<file path="config.mk">
export PLATFORM = sky130hd
export DESIGN_NAME = conv_seq
export DESIGN_NICKNAME = d
export VERILOG_FILES = /design/src/core/conv_pkg.sv /design/src/core/conv_seq.sv
export SDC_FILE = /design/constraint.sdc
export NUM_CORES = 1
export LEC_CHECK = 0
export ABC_CLOCK_PERIOD_IN_PS = 5200
export BUFFER_PORTS_ARGS = -buffer_cell sky130_fd_sc_hd__buf_2
export CAP_MARGIN = 20
export CORE_UTILIZATION = 57
export CTS_BUF_LIST = sky130_fd_sc_hd__clkbuf_8
export DETAILED_ROUTE_END_ITERATION = 10
export PLACE_DENSITY = 0.77
export SLEW_MARGIN = 30
export SYNTH_ARGS = -nofsm -noshare
export SYNTH_HDL_FRONTEND = slang
export SYNTH_SLANG_ARGS = --single-unit
export TNS_END_PERCENT = 20
</file>
<file path="constraint.sdc">
create_clock -name mclk -period 5.2 [get_ports mclk]
set_input_delay 0.78 -clock mclk [delete_from_list [all_inputs] [get_ports mclk]]
set_output_delay 0.78 -clock mclk [all_outputs]
set_load 0.03 [all_outputs]
</file>
<file path="src/core/conv_pkg.sv">
// Purpose: shared constants and types for the conversion sequencer
// Assumes: registers reached by an internal register port (address, strobes)
// Notes:   register field widths and counts named here

package conv_pkg;
  localparam logic [5:0] ADDR_CONVERTER_CONFIGURATION = 6'h01;
  localparam logic [5:0] ADDR_SHUNT_CALIBRATION       = 6'h02;
  localparam logic [5:0] ADDR_SHUNT_VOLTAGE_RESULT    = 6'h04;
  localparam logic [5:0] ADDR_BUS_VOLTAGE_RESULT      = 6'h05;

  localparam logic [15:0] CONFIG_RESET = 16'hfb68;
  localparam logic [15:0] CAL_RESET    = 16'h1000;
  localparam logic [15:0] CAL_MASK     = 16'h7fff;

  localparam int MODE_HI = 15;
  localparam int MODE_LO = 12;
  localparam int BCT_HI  = 11;
  localparam int BCT_LO  = 9;
  localparam int SCT_HI  = 8;
  localparam int SCT_LO  = 6;
  localparam int TCT_HI  = 5;
  localparam int TCT_LO  = 3;
  localparam int AVG_HI  = 2;
  localparam int AVG_LO  = 0;

  // mode field bits
  localparam int MODE_BUS_BIT    = 0;
  localparam int MODE_SHUNT_BIT  = 1;
  localparam int MODE_TEMP_BIT   = 2;
  localparam int MODE_CONT_BIT   = 3;

  localparam int CLK_MHZ = 200;
  // conversion times in microseconds, codes 0..7
  localparam int CT_US_0 = 50;
  localparam int CT_US_1 = 84;
  localparam int CT_US_2 = 150;
  localparam int CT_US_3 = 280;
  localparam int CT_US_4 = 540;
  localparam int CT_US_5 = 1052;
  localparam int CT_US_6 = 2074;
  localparam int CT_US_7 = 4120;

  localparam int AVG_N_0 = 1;
  localparam int AVG_N_1 = 4;
  localparam int AVG_N_2 = 16;
  localparam int AVG_N_3 = 64;
  localparam int AVG_N_4 = 128;
  localparam int AVG_N_5 = 256;
  localparam int AVG_N_6 = 512;
  localparam int AVG_N_7 = 1024;

  typedef enum logic [4:0] {
    ST_IDLE  = 5'b00001,
    ST_BUS   = 5'b00010,
    ST_SHUNT = 5'b00100,
    ST_TEMP  = 5'b01000,
    ST_DONE  = 5'b10000
  } seq_state_e;

  typedef struct packed {
    logic        wr;
    logic        rd;
    logic [5:0]  addr;
    logic [15:0] wdata;
  } reg_req_s;

  typedef struct packed {
    logic signed [15:0] shunt;
    logic        [15:0] bus;
    logic signed [15:0] temp;
  } samples_s;
endpackage

</file>
<file path="src/core/conv_seq.sv">
// Purpose: converter configuration, calibration and voltage result registers
// Assumes: samples arrive each cycle from the modulators; reg port is internal
// Notes:   conversion times are scaled by CT_SCALE_DIV for simulation

`timescale 1ns/1ps
`default_nettype none

// Operation
// - mode nibble at bits 15-12, resets Fh; codes 0 and 8 shut down
// - codes 1h-7h: single shot, bit0 bus, bit1 shunt, bit2 temperature
// - codes 9h-Fh convert continuously on the selected inputs
// - bus conversion time code at 11-9 selects 50 to 4120 us, reset 5
// - shunt conversion time code at 8-6, same encoding, reset 5
// - temperature conversion time code at 5-3, same encoding, reset 5
// - averaging code at 2-0 selects 1 to 1024 samples, reset 0
// - results update only after the whole averaging count completes
// - calibration holds 15-bit constant, reset 1000h, top bit reads zero
// - calibration constant sets current scaling and resolution
// - shunt result read-only 16-bit signed, reset zero, lsb per range
// - bus result read-only 16-bit, never negative, reset zero
// - range select input chooses shunt full-scale range
module conv_seq #(
  parameter int CT_SCALE_DIV = 1
) (
  input  wire logic               mclk,
  input  wire logic               rst,
  input  wire conv_pkg::reg_req_s req,
  output logic             [15:0] rdata,
  output logic                    rvalid,
  input  wire conv_pkg::samples_s sample,
  input  wire logic               shunt_range_select,
  output logic                    shunt_fine_lsb,
  output logic             [14:0] current_scale_constant,
  output logic                    busy,
  output logic                    conv_ready
);

  function automatic int ct_cycles(input logic [2:0] code);
    int us;
    case (code)
      3'h0: us = conv_pkg::CT_US_0;
      3'h1: us = conv_pkg::CT_US_1;
      3'h2: us = conv_pkg::CT_US_2;
      3'h3: us = conv_pkg::CT_US_3;
      3'h4: us = conv_pkg::CT_US_4;
      3'h5: us = conv_pkg::CT_US_5;
      3'h6: us = conv_pkg::CT_US_6;
      default: us = conv_pkg::CT_US_7;
    endcase
    ct_cycles = (us * conv_pkg::CLK_MHZ) / CT_SCALE_DIV;
    if (ct_cycles < 1) begin
      ct_cycles = 1;
    end
  endfunction

  function automatic int avg_count(input logic [2:0] code);
    case (code)
      3'h0: avg_count = conv_pkg::AVG_N_0;
      3'h1: avg_count = conv_pkg::AVG_N_1;
      3'h2: avg_count = conv_pkg::AVG_N_2;
      3'h3: avg_count = conv_pkg::AVG_N_3;
      3'h4: avg_count = conv_pkg::AVG_N_4;
      3'h5: avg_count = conv_pkg::AVG_N_5;
      3'h6: avg_count = conv_pkg::AVG_N_6;
      default: avg_count = conv_pkg::AVG_N_7;
    endcase
  endfunction

  logic [15:0]          config_ff;
  logic [15:0]          cal_ff;
  logic signed [15:0]   shunt_res_ff;
  logic [15:0]          bus_res_ff;
  logic                 armed_ff;
  conv_pkg::seq_state_e state_ff;
  logic [19:0]          time_cnt_ff;
  logic [10:0]          avg_cnt_ff;
  logic signed [26:0]   shunt_acc_ff;
  logic [26:0]          bus_acc_ff;
  logic                 done_ff;

  logic [3:0] mode;
  logic       cfg_wr;
  logic       cal_wr;
  logic       mode_active;
  logic       slot_end;
  logic       last_sample;
  logic       en_bus;
  logic       en_shunt;
  logic       en_temp;
  logic [10:0] avg_n;

  assign mode        = config_ff[conv_pkg::MODE_HI:conv_pkg::MODE_LO];
  assign cfg_wr      = req.wr && (req.addr == conv_pkg::ADDR_CONVERTER_CONFIGURATION);
  assign cal_wr      = req.wr && (req.addr == conv_pkg::ADDR_SHUNT_CALIBRATION);
  assign en_bus      = mode[conv_pkg::MODE_BUS_BIT];
  assign en_shunt    = mode[conv_pkg::MODE_SHUNT_BIT];
  assign en_temp     = mode[conv_pkg::MODE_TEMP_BIT];
  // zero low bits means shutdown for both 0h and 8h
  assign mode_active = (mode[2:0] != 3'h0);
  assign avg_n       = 11'(avg_count(config_ff[conv_pkg::AVG_HI:conv_pkg::AVG_LO]));
  assign last_sample = (avg_cnt_ff == 11'(avg_n - 11'h1));

  always_comb begin
    case (state_ff)
      conv_pkg::ST_BUS:   slot_end = (time_cnt_ff ==
        20'(ct_cycles(config_ff[conv_pkg::BCT_HI:conv_pkg::BCT_LO]) - 1));
      conv_pkg::ST_SHUNT: slot_end = (time_cnt_ff ==
        20'(ct_cycles(config_ff[conv_pkg::SCT_HI:conv_pkg::SCT_LO]) - 1));
      conv_pkg::ST_TEMP:  slot_end = (time_cnt_ff ==
        20'(ct_cycles(config_ff[conv_pkg::TCT_HI:conv_pkg::TCT_LO]) - 1));
      default:            slot_end = 1'b0;
    endcase
  end

  // configuration register, all sixteen bits writable
  always_ff @(posedge mclk) begin
    if (rst) begin
      config_ff <= conv_pkg::CONFIG_RESET;
    end else if (cfg_wr) begin
      config_ff <= req.wdata;
    end
  end

  always_ff @(posedge mclk) begin
    if (rst) begin
      cal_ff <= conv_pkg::CAL_RESET;
    end else if (cal_wr) begin
      cal_ff <= req.wdata & conv_pkg::CAL_MASK;
    end
  end

  // single shot fires once per mode write, continuous rearms itself
  always_ff @(posedge mclk) begin
    if (rst) begin
      armed_ff <= 1'b1;
    end else if (cfg_wr) begin
      armed_ff <= 1'b1;
    end else if (state_ff == conv_pkg::ST_DONE && !mode[conv_pkg::MODE_CONT_BIT]) begin
      armed_ff <= 1'b0;
    end
  end

  // next enabled slot after the given one
  function automatic conv_pkg::seq_state_e next_slot(input conv_pkg::seq_state_e cur,
                                                     input logic b, input logic s, input logic t);
    next_slot = conv_pkg::ST_DONE;
    case (cur)
      conv_pkg::ST_IDLE: begin
        if (b) next_slot = conv_pkg::ST_BUS;
        else if (s) next_slot = conv_pkg::ST_SHUNT;
        else if (t) next_slot = conv_pkg::ST_TEMP;
      end
      conv_pkg::ST_BUS: begin
        if (s) next_slot = conv_pkg::ST_SHUNT;
        else if (t) next_slot = conv_pkg::ST_TEMP;
      end
      conv_pkg::ST_SHUNT: begin
        if (t) next_slot = conv_pkg::ST_TEMP;
      end
      default: next_slot = conv_pkg::ST_DONE;
    endcase
  endfunction

  always_ff @(posedge mclk) begin
    if (rst || cfg_wr) begin
      state_ff    <= conv_pkg::ST_IDLE;
      time_cnt_ff <= 20'h0;
    end else begin
      case (state_ff)
        conv_pkg::ST_IDLE: begin
          if (mode_active && armed_ff) begin
            state_ff <= next_slot(conv_pkg::ST_IDLE, en_bus, en_shunt, en_temp);
          end
          time_cnt_ff <= 20'h0;
        end
        conv_pkg::ST_BUS, conv_pkg::ST_SHUNT, conv_pkg::ST_TEMP: begin
          if (slot_end) begin
            state_ff    <= next_slot(state_ff, en_bus, en_shunt, en_temp);
            time_cnt_ff <= 20'h0;
          end else begin
            time_cnt_ff <= time_cnt_ff + 20'h1;
          end
        end
        conv_pkg::ST_DONE: begin
          // another pass until the averaging count is reached
          if (!last_sample) begin
            state_ff <= next_slot(conv_pkg::ST_IDLE, en_bus, en_shunt, en_temp);
          end else begin
            state_ff <= conv_pkg::ST_IDLE;
          end
        end
        default: state_ff <= conv_pkg::ST_IDLE;
      endcase
    end
  end

  always_ff @(posedge mclk) begin
    if (rst || cfg_wr) begin
      avg_cnt_ff <= 11'h0;
    end else if (state_ff == conv_pkg::ST_DONE) begin
      avg_cnt_ff <= last_sample ? 11'h0 : avg_cnt_ff + 11'h1;
    end
  end

  // accumulators take a sample at the end of each bus and shunt slot; temperature slots are not accumulated
  always_ff @(posedge mclk) begin
    if (rst || cfg_wr) begin
      shunt_acc_ff <= 27'sh0;
      bus_acc_ff   <= 27'h0;
    end else if (state_ff == conv_pkg::ST_DONE && last_sample) begin
      shunt_acc_ff <= 27'sh0;
      bus_acc_ff   <= 27'h0;
    end else if (slot_end && state_ff == conv_pkg::ST_SHUNT) begin
      shunt_acc_ff <= shunt_acc_ff + 27'(sample.shunt);
    end else if (slot_end && state_ff == conv_pkg::ST_BUS) begin
      // negative raw bus samples clamp to zero
      bus_acc_ff <= bus_acc_ff + (sample.bus[15] ? 27'h0 : {11'h0, sample.bus});
    end
  end

  // division by power-of-two or 2^n-scaled counts; 1024 max fits 27 bits
  function automatic logic [26:0] avg_div(input logic [26:0] acc, input logic [2:0] code, input logic sgn);
    logic signed [26:0] s;
    s = $signed(acc);
    case (code)
      3'h0: avg_div = acc;
      3'h1: avg_div = sgn ? 27'(s >>> 2) : acc >> 2;
      3'h2: avg_div = sgn ? 27'(s >>> 4) : acc >> 4;
      3'h3: avg_div = sgn ? 27'(s >>> 6) : acc >> 6;
      3'h4: avg_div = sgn ? 27'(s >>> 7) : acc >> 7;
      3'h5: avg_div = sgn ? 27'(s >>> 8) : acc >> 8;
      3'h6: avg_div = sgn ? 27'(s >>> 9) : acc >> 9;
      default: avg_div = sgn ? 27'(s >>> 10) : acc >> 10;
    endcase
  endfunction

  logic [26:0] shunt_avg;
  logic [26:0] bus_avg;
  assign shunt_avg = avg_div(shunt_acc_ff, config_ff[conv_pkg::AVG_HI:conv_pkg::AVG_LO], 1'b1);
  assign bus_avg   = avg_div(bus_acc_ff, config_ff[conv_pkg::AVG_HI:conv_pkg::AVG_LO], 1'b0);

  // results load only once the averaging pass count is complete
  always_ff @(posedge mclk) begin
    if (rst) begin
      shunt_res_ff <= 16'sh0;
      bus_res_ff   <= 16'h0;
      done_ff      <= 1'b0;
    end else begin
      done_ff <= 1'b0;
      if (state_ff == conv_pkg::ST_DONE && last_sample && !cfg_wr) begin
        if (en_shunt) begin
          shunt_res_ff <= shunt_avg[15:0];
        end
        if (en_bus) begin
          bus_res_ff <= bus_avg[15:0];
        end
        done_ff <= 1'b1;
      end
    end
  end

  // read data; result registers have no write path at all
  always_ff @(posedge mclk) begin
    if (rst) begin
      rdata  <= 16'h0;
      rvalid <= 1'b0;
    end else begin
      rvalid <= req.rd;
      if (req.rd) begin
        case (req.addr)
          conv_pkg::ADDR_CONVERTER_CONFIGURATION: rdata <= config_ff;
          conv_pkg::ADDR_SHUNT_CALIBRATION:       rdata <= cal_ff & conv_pkg::CAL_MASK;
          conv_pkg::ADDR_SHUNT_VOLTAGE_RESULT:    rdata <= shunt_res_ff;
          conv_pkg::ADDR_BUS_VOLTAGE_RESULT:      rdata <= bus_res_ff;
          default:                                rdata <= 16'h0;
        endcase
      end
    end
  end

  assign current_scale_constant = cal_ff[14:0];
  assign shunt_fine_lsb         = shunt_range_select;
  assign busy                   = (state_ff != conv_pkg::ST_IDLE);
  assign conv_ready             = done_ff;

  a_shutdown_idle: assert property (@(posedge mclk) disable iff (rst)
    (!mode_active && !$past(cfg_wr)) |-> state_ff == conv_pkg::ST_IDLE)
    else $error("converter left idle in shutdown");
  a_cal_top_zero: assert property (@(posedge mclk) disable iff (rst)
    cal_ff[15] == 1'b0)
    else $error("calibration reserved bit set");
  a_bus_not_neg: assert property (@(posedge mclk) disable iff (rst)
    bus_res_ff[15] == 1'b0)
    else $error("bus result negative");
  a_single_disarm: assert property (@(posedge mclk) disable iff (rst)
    (done_ff && !mode[conv_pkg::MODE_CONT_BIT] && !cfg_wr) |=> !armed_ff)
    else $error("single shot rearmed");
  a_result_hold: assert property (@(posedge mclk) disable iff (rst)
    !(state_ff == conv_pkg::ST_DONE && last_sample) |=> $stable(bus_res_ff))
    else $error("bus result moved mid average");
  a_result_ro: assert property (@(posedge mclk) disable iff (rst)
    (req.wr && req.addr == conv_pkg::ADDR_SHUNT_VOLTAGE_RESULT && !done_ff) |=> $stable(shunt_res_ff) || done_ff)
    else $error("result changed by write");
  a_mode_reset: assert property (@(posedge mclk)
    $past(rst) |-> config_ff == conv_pkg::CONFIG_RESET)
    else $error("configuration reset value wrong");
  a_range_follow: assert property (@(posedge mclk) disable iff (rst)
    shunt_fine_lsb == shunt_range_select)
    else $error("range select not followed");
  a_cont_restart: assert property (@(posedge mclk) disable iff (rst)
    (done_ff && mode[conv_pkg::MODE_CONT_BIT] && mode_active && !cfg_wr) |=> busy)
    else $error("continuous mode stopped");

endmodule

`default_nettype wire

</file>
==> results.yml, run 1 <==
critical_path:
  cp_slowest_cell: "or4_4"
  r2r-end: "bus_acc_ff[14]$_SDFFE_PP0P_"
  cp.arrival_ps: 5660
  endpoint_kind: "register"
  reg2reg_slack_ps: -20
  critical_path.max_stage_delay_ps: 530
  crit_buf_inv: 4
  critical_path.max_fanout: 7
  worstPathCellList: "nand2b_4, or2_4, ha_4, a21o_1, a211oi_2, buf_4, inv_4, ha_4, inv_2, a21oi_1, nor2_1, ha_1, a21o_1, a22o_1, o21bai_2, a21oi_2, o21a_1, or4_4, a2111oi_4, nand4_1, buf_6, or4_4, a21oi_2"
  worst_r2r_path_depth: 23
  r2r-start: "config_ff[7]$_SDFFE_PP0P_"
  worstSetupStartpointType: "register"
  cpLargestDelayFamily: "compound AO/OA/AOI/OAI gates"
  required_ps: 5640
  path_class: "register to register"
pwr:
  p_int_mw: 1.87
  power.leakage_nw: 6.91
  seq_power_share: 0.475
  clkPwrFrac: 0.365
  p_sw_frac: 0.332
  p_sw_uw: 928
  p_comb_frac: 0.160
  ir_drop_uv: 144
  power_density_nw_per_um2: 168
  total_power_mw: 2.79
die:
  dieWidth_microns: 162
  num_io_pins: 110
  initial_core_util: 0.579
  die_area_sq_um: 26100
  num_rows: 58
  core-area_sq_um: 25000
  die_h_microns: 162
global_route:
  grt_pass1_vias: 13100
  grt_use_met1: 0.408
  grt_util_all_layers: 0.309
  grt_util_met3: 0.0532
  grt_antenna_before_repair: 0
  grt_pass1_wl_microns: 65400
  grt_max_degree: 80
  grt_use_met2: 0.504
  busiest_layer: "met2"
  grt_remaining_overflow: 0
sta:
  fin_setup_tns_ps: -49.1
  setup_viol: 4
  rsz0062_at_grt: "yes"
  final_max_slew_viol_count: 0
  fin_crit_sh: 1.00
  tightest_slew_ps: 1440
  fin_crit_ps: 5220
  timing.slew.headroom: 0.0317
  hold_viol: 0
  fmax_mhz: 191
  finClkSkew_ps: 25.0
  fin_ws_ps: -23.9
finish:
  final_common_cell: "nand2_1"
  fin_nets: 2167
  antenna_cells: 0
  drive_above_1_share: 0.183
  layout_common_cells: "215 x nand2_1, 209 x nor2_1, 162 x dfxtp_1"
  syn_to_final_growth_pct: 14.6
  final_core_util: 0.664
clock_tree:
  htreeDepth: 4
  root_buffer: "clkbuf_8"
  clockBufferDepth: 2
  cts_made_buffers: 17
  cts_tree: "yes"
  cts.clk_slew.worst_paths_ps: 120
  clock_latency_ps: 490
  clock-sinks: 170
worst_hold_path:
  holdPathStages: 2
  holdCritStartpoint: "shunt_res_ff[13]$_SDFFE_PP0P_"
  min_to: "shunt_res_ff[13]$_SDFFE_PP0P_"
  hp-class: "register to register"
synthesis:
  synth_area_leaders: "dfxtp_1 23%, ha_1 11%, mux2i_1 5.9%"
  ys_async_sr_fraction: 0
  syn-cell-area_sq_um: 14500
  synth_edf_count: 0
  yosys.area.top_type: "dfxtp_1"
  ys_seq_area_frac: 0.235
  synth_top_flop_cell: "dfxtp_1"
  synth.avg_cell_area_sq_um: 7.80
  synth-seq-cells: 170
  ys_warn_count: 0
  ys_types: 89
  yosys.area.top_type_share: 0.235
  postSynthCellCount: 1859
drt:
  drt_wl_total_microns: 41100
  ant_nets: 0
  dr.pass1.iters: 9
  dr.first_iter.drc_count: 1566
  avgViaCountPerCell: 6.18
  post_drt_wl_per_cell_microns: 17.9
  drc: 0
  vias: 14200
status:
  status: "complete, but fails checks"
  failed_checks: "setup timing"
place:
  dp_hpwl_microns: 30200
  place.port_buffers: 91
  place_congestion: 0.990
run:
  max_cap_violations: 0
==> kinds of logic after synthesis <==
group	share of synthesized area
xor+xnor	0.0562
other cells	0.000518
buf+inv	0.0487
simple gates	0.242
flops	0.235
mux	0.102
fa+ha+maj	0.125
compound gates	0.191
==> tightest hold or removal path, delay by kind of cell, from the launching register on <==
family | cells | cell delay [ps]
flops | 1 | 320
simple gates | 1 | 50
compound gates | 1 | 50
==> power groups by stage <==
stage,logic [mW],registers (mW),clock network [mW]
floorplan,0.292,1.35,0
global placement,0.417,1.36,0
detailed placement,0.427,1.36,0
CTS,0.433,1.33,1.03
global route,0.491,1.33,1.09
finish,0.447,1.33,1.02
==> worst max path at each step <==
stage	end	start	cells after the start	slack [ps]
finish	bus_acc_ff[14]$_SDFFE_PP0P_	config_ff[7]$_SDFFE_PP0P_	23	-20
global route	bus_acc_ff[6]$_SDFFE_PP0P_	config_ff[7]$_SDFFE_PP0P_	25	-190
CTS	bus_acc_ff[14]$_SDFFE_PP0P_	config_ff[11]$_SDFFE_PP1P_	23	0.1
detailed placement	bus_acc_ff[14]$_SDFFE_PP0P_	config_ff[6]$_SDFFE_PP1P_	22	-140
global placement	bus_acc_ff[14]$_SDFFE_PP0P_	config_ff[7]$_SDFFE_PP0P_	22	-0.9
floorplan	bus_acc_ff[16]$_SDFFE_PP0P_	config_ff[8]$_SDFFE_PP1P_	21	0.04
==> area by class of cell <==
cell class / instances / area [sq um]
clock buffers: 17 / 234
clock inverters: 15 / 211
fillers: 2072 / 8420
inverters: 61 / 231
multi-input cells: 1518 / 10800
flip-flops and latches: 170 / 3420
well taps: 330 / 413
repair buffers: 186 / 1270
==> state kept, by name, indices dropped and copies added, names as in the netlist <==
signal,flops
bus_acc_ff,26
shunt_acc_ff,26
time_cnt_ff,20
bus_res_ff,16
config_ff,16
rdata,16
shunt_res_ff,16
cal_ff,15
avg_cnt_ff,11
state_ff,5
armed_ff,1
conv_ready,1
rvalid,1
==> layer usage <==
layer	part of all wire	routed length, microns
met5	0	0
met4	0.028	1140
met3	0.082	3360
met2	0.47	19300
met1	0.42	17300
==> Yosys cell counts, types with 7 or more instances <==
cell and number:
nand2_1 217, nor2_1 214, dfxtp_1 170, a21oi_1 159, ha_1 128, clkbuf_1 91
mux2i_1 85, nor3_1 60, o21ai_0 59, inv_1 58, xnor2_1 57, nand3_1 52
nor2b_1 37, xor2_1 36, and3_1 23, a211oi_1 21, mux4_2 21, a21o_1 20
or2_2 19, a222oi_1 18, nand2b_1 17, and2_1 15, a311oi_1 14, nor4_1 14
o211ai_1 14, nand3b_1 13, nand4_1 13, mux2_2 12, o21a_1 11, o22ai_1 11
or3_1 11, fa_1 10, nor3b_1 9, a22o_1 8, a22oi_1 8, buf_1 8
buf_2 8, o31ai_1 8, a31oi_1 7
==> per-stage QoR <==
step / hold WS (ps) / cell area [sq um] / cells / setup slack [ps]
2_1_floorplan: 431 / 14600 / 1864 / 0.0435
3_3_place_gp: 442 / 15600 / 2247 / -0.901
3_5_place_dp: 451 / 15700 / 2247 / -141
4_1_cts: 464 / 16200 / 2284 / 0.118
5_1_grt: 484 / 16600 / 2297 / -188
6_report: 466 / 16600 / 2297 / -23.9
==> timing repair <==
item / in CTS / in global routing
hold buffers: 0 / 0
pin swaps: 21 / 42
gates resized for setup: 25 / 60
gates cloned: 0 / 1
endpoints found under the setup margin: 47 / 76
setup buffers: 5 / 13
endpoints found under the hold margin: 0 / 0
No activity file was read; power rests on OpenSTA's default activity.
==> run 2, diff against run 1 <==
--- a/config.mk
+++ b/config.mk
@@ -6,7 +6,7 @@
 export NUM_CORES = 1
 export LEC_CHECK = 0
 export ABC_CLOCK_PERIOD_IN_PS = 5200
-export BUFFER_PORTS_ARGS = -buffer_cell sky130_fd_sc_hd__buf_2
+export BUFFER_PORTS_ARGS = -buffer_cell sky130_fd_sc_hd__buf_4
 export CAP_MARGIN = 20
 export CORE_UTILIZATION = 57
 export CTS_BUF_LIST = sky130_fd_sc_hd__clkbuf_8
==> results.yml, run 2 (synthesized netlist as in run 1, its figures left out) <==
global_route:
  grt_pass1_vias: 13600
  grt_max_degree: 83
  grt_util_all_layers: 0.311
  grt_pass1_wl_microns: 66400
  grt_remaining_overflow: 0
  grt_antenna_before_repair: 0
critical_path:
  reg2reg_slack_ps: 40
  worst_r2r_path_depth: 21
  path_class: "register to register"
  r2r-start: "config_ff[7]$_SDFFE_PP0P_"
  cp.arrival_ps: 5590
  worstSetupStartpointType: "register"
  endpoint_kind: "register"
  r2r-end: "bus_acc_ff[14]$_SDFFE_PP0P_"
  critical_path.max_fanout: 7
  required_ps: 5630
pwr:
  power_density_nw_per_um2: 166
  total_power_mw: 2.79
  power.leakage_nw: 6.88
  ir_drop_uv: 139
sta:
  whs_ps: 467
  timing.slew.headroom: 0.197
  final_max_slew_viol_count: 0
  hold_viol: 0
  fin_ws_ps: 38.2
  tightest_slew_ps: 1200
  fin_setup_tns_ps: 0
  finClkSkew_ps: 24.4
  fin_crit_ps: 5160
  fin_crit_sh: 0.993
  rsz0062_at_grt: "yes"
  setup_viol: 0
  fmax_mhz: 194
worst_hold_path:
  min_to: "shunt_res_ff[13]$_SDFFE_PP0P_"
  holdCritStartpoint: "shunt_res_ff[13]$_SDFFE_PP0P_"
  hp-class: "register to register"
  holdPathStages: 2
place:
  place_congestion: 0.958
  place.port_buffers: 91
  dp_hpwl_microns: 30400
  place_area_sq_um: 15900
  dp_slack_ps: -117
drt:
  avgViaCountPerCell: 6.25
  drc: 0
  drt_wl_total_microns: 41600
  ant_nets: 0
  post_drt_wl_per_cell_microns: 18.2
  vias: 14300
  dr.pass1.iters: 7
  dr.first_iter.drc_count: 1761
clock_tree:
  cts_tree: "yes"
  htreeDepth: 4
  cts_made_buffers: 17
  cts.clk_slew.worst_paths_ps: 120
  clock-sinks: 170
  root_buffer: "clkbuf_8"
  clockBufferDepth: 2
  hold_buffers: 0
  clock_latency_ps: 490
status:
  status: "completed"
finish:
  drive_above_1_share: 0.183
  final_area_sq_um: 16800
  final_common_cell: "nand2_1"
  layout_common_cells: "217 x nand2_1, 207 x nor2_1, 169 x buf_4"
  reg_top3: "bus_acc_ff: 26 flops, shunt_acc_ff: 26 flops, time_cnt_ff: 20 flops"
  antenna_cells: 0
  fin_nets: 2161
  syn_to_final_growth_pct: 16.0
die:
  die_area_sq_um: 26100
  num_rows: 58
  dieWidth_microns: 162
  core-area_sq_um: 25000
  num_io_pins: 110
  initial_core_util: 0.579
  die_h_microns: 162
run:
  max_cap_violations: 0
## run 2: report_power, final
part | total, mW | switching (mW) | internal (mW)
clock network | 1.00 | 0.623 | 0.376
registers | 1.33 | 0.0173 | 1.31
logic | 0.465 | 0.279 | 0.185
total | 2.79 | 0.920 | 1.87
## run 2: worst max-delay path, stage by stage, from the launching register on
cell and delay [ps]:
dfxtp_2 350, nand2b_4 140, or2_4 240, ha_4 200, a21o_1 190, a211oi_2 240, ha_1 290, and2_4 150
ha_4 240, ha_4 170, ha_4 150, a21o_1 140, a22o_1 250, o21bai_2 140, a21oi_2 60, o21a_1 220
or4_4 530, a2111oi_4 360, nand4_1 180, buf_6 200, or4_1 500, a21oi_1 140
## run 2: worst max-delay path by stage
stage	end	start	depth (start not counted)	slack, ps
floorplan	bus_acc_ff[16]$_SDFFE_PP0P_	config_ff[8]$_SDFFE_PP1P_	21	0.04
global placement	bus_acc_ff[14]$_SDFFE_PP0P_	config_ff[7]$_SDFFE_PP0P_	22	-70
detailed placement	bus_acc_ff[23]$_SDFFE_PP0P_	config_ff[8]$_SDFFE_PP1P_	24	-120
CTS	bus_acc_ff[14]$_SDFFE_PP0P_	config_ff[7]$_SDFFE_PP0P_	21	2
global route	bus_acc_ff[24]$_SDFFE_PP0P_	config_ff[7]$_SDFFE_PP0P_	25	-200
finish	bus_acc_ff[14]$_SDFFE_PP0P_	config_ff[7]$_SDFFE_PP0P_	21	40
## run 2: final cells by class
| cell class | count | area (sq um) |
|---|---|---|
| flip-flops and latches | 170 | 3420 |
| clock inverters | 15 | 195 |
| repair buffers | 180 | 1440 |
| multi-input cells | 1518 | 10900 |
| well taps | 330 | 413 |
| clock buffers | 17 | 234 |
| inverters | 61 | 229 |
| fillers | 2078 | 8210 |
## run 2: layer usage
metal | part of all wire | vias up | track usage
met1 | 0.42 | 6725 | 0.402
met4 | 0.035 | 0 | 0.113
met2 | 0.46 | 623 | 0.524
met5 | 0 | - | 0
li1 | - | 6878 | -
met3 | 0.079 | 102 | 0.0480
## run 2: timing repair
| item | 4_1_cts | 5_1_grt |
|---|---|---|
| setup buffers | 6 | 10 |
| setup endpoints to repair | 47 | 76 |
| pin swaps | 19 | 42 |
| resized for setup | 17 | 71 |
## run 2: through the flow
| stage | utilization | std cells |
|---|---|---|
| floorplan | - | 1864 |
| global placement | 0.633 | 2243 |
| detailed placement | 0.633 | 2243 |
| CTS | 0.654 | 2281 |
| global route | 0.672 | 2291 |
| finish | 0.672 | 2291 |
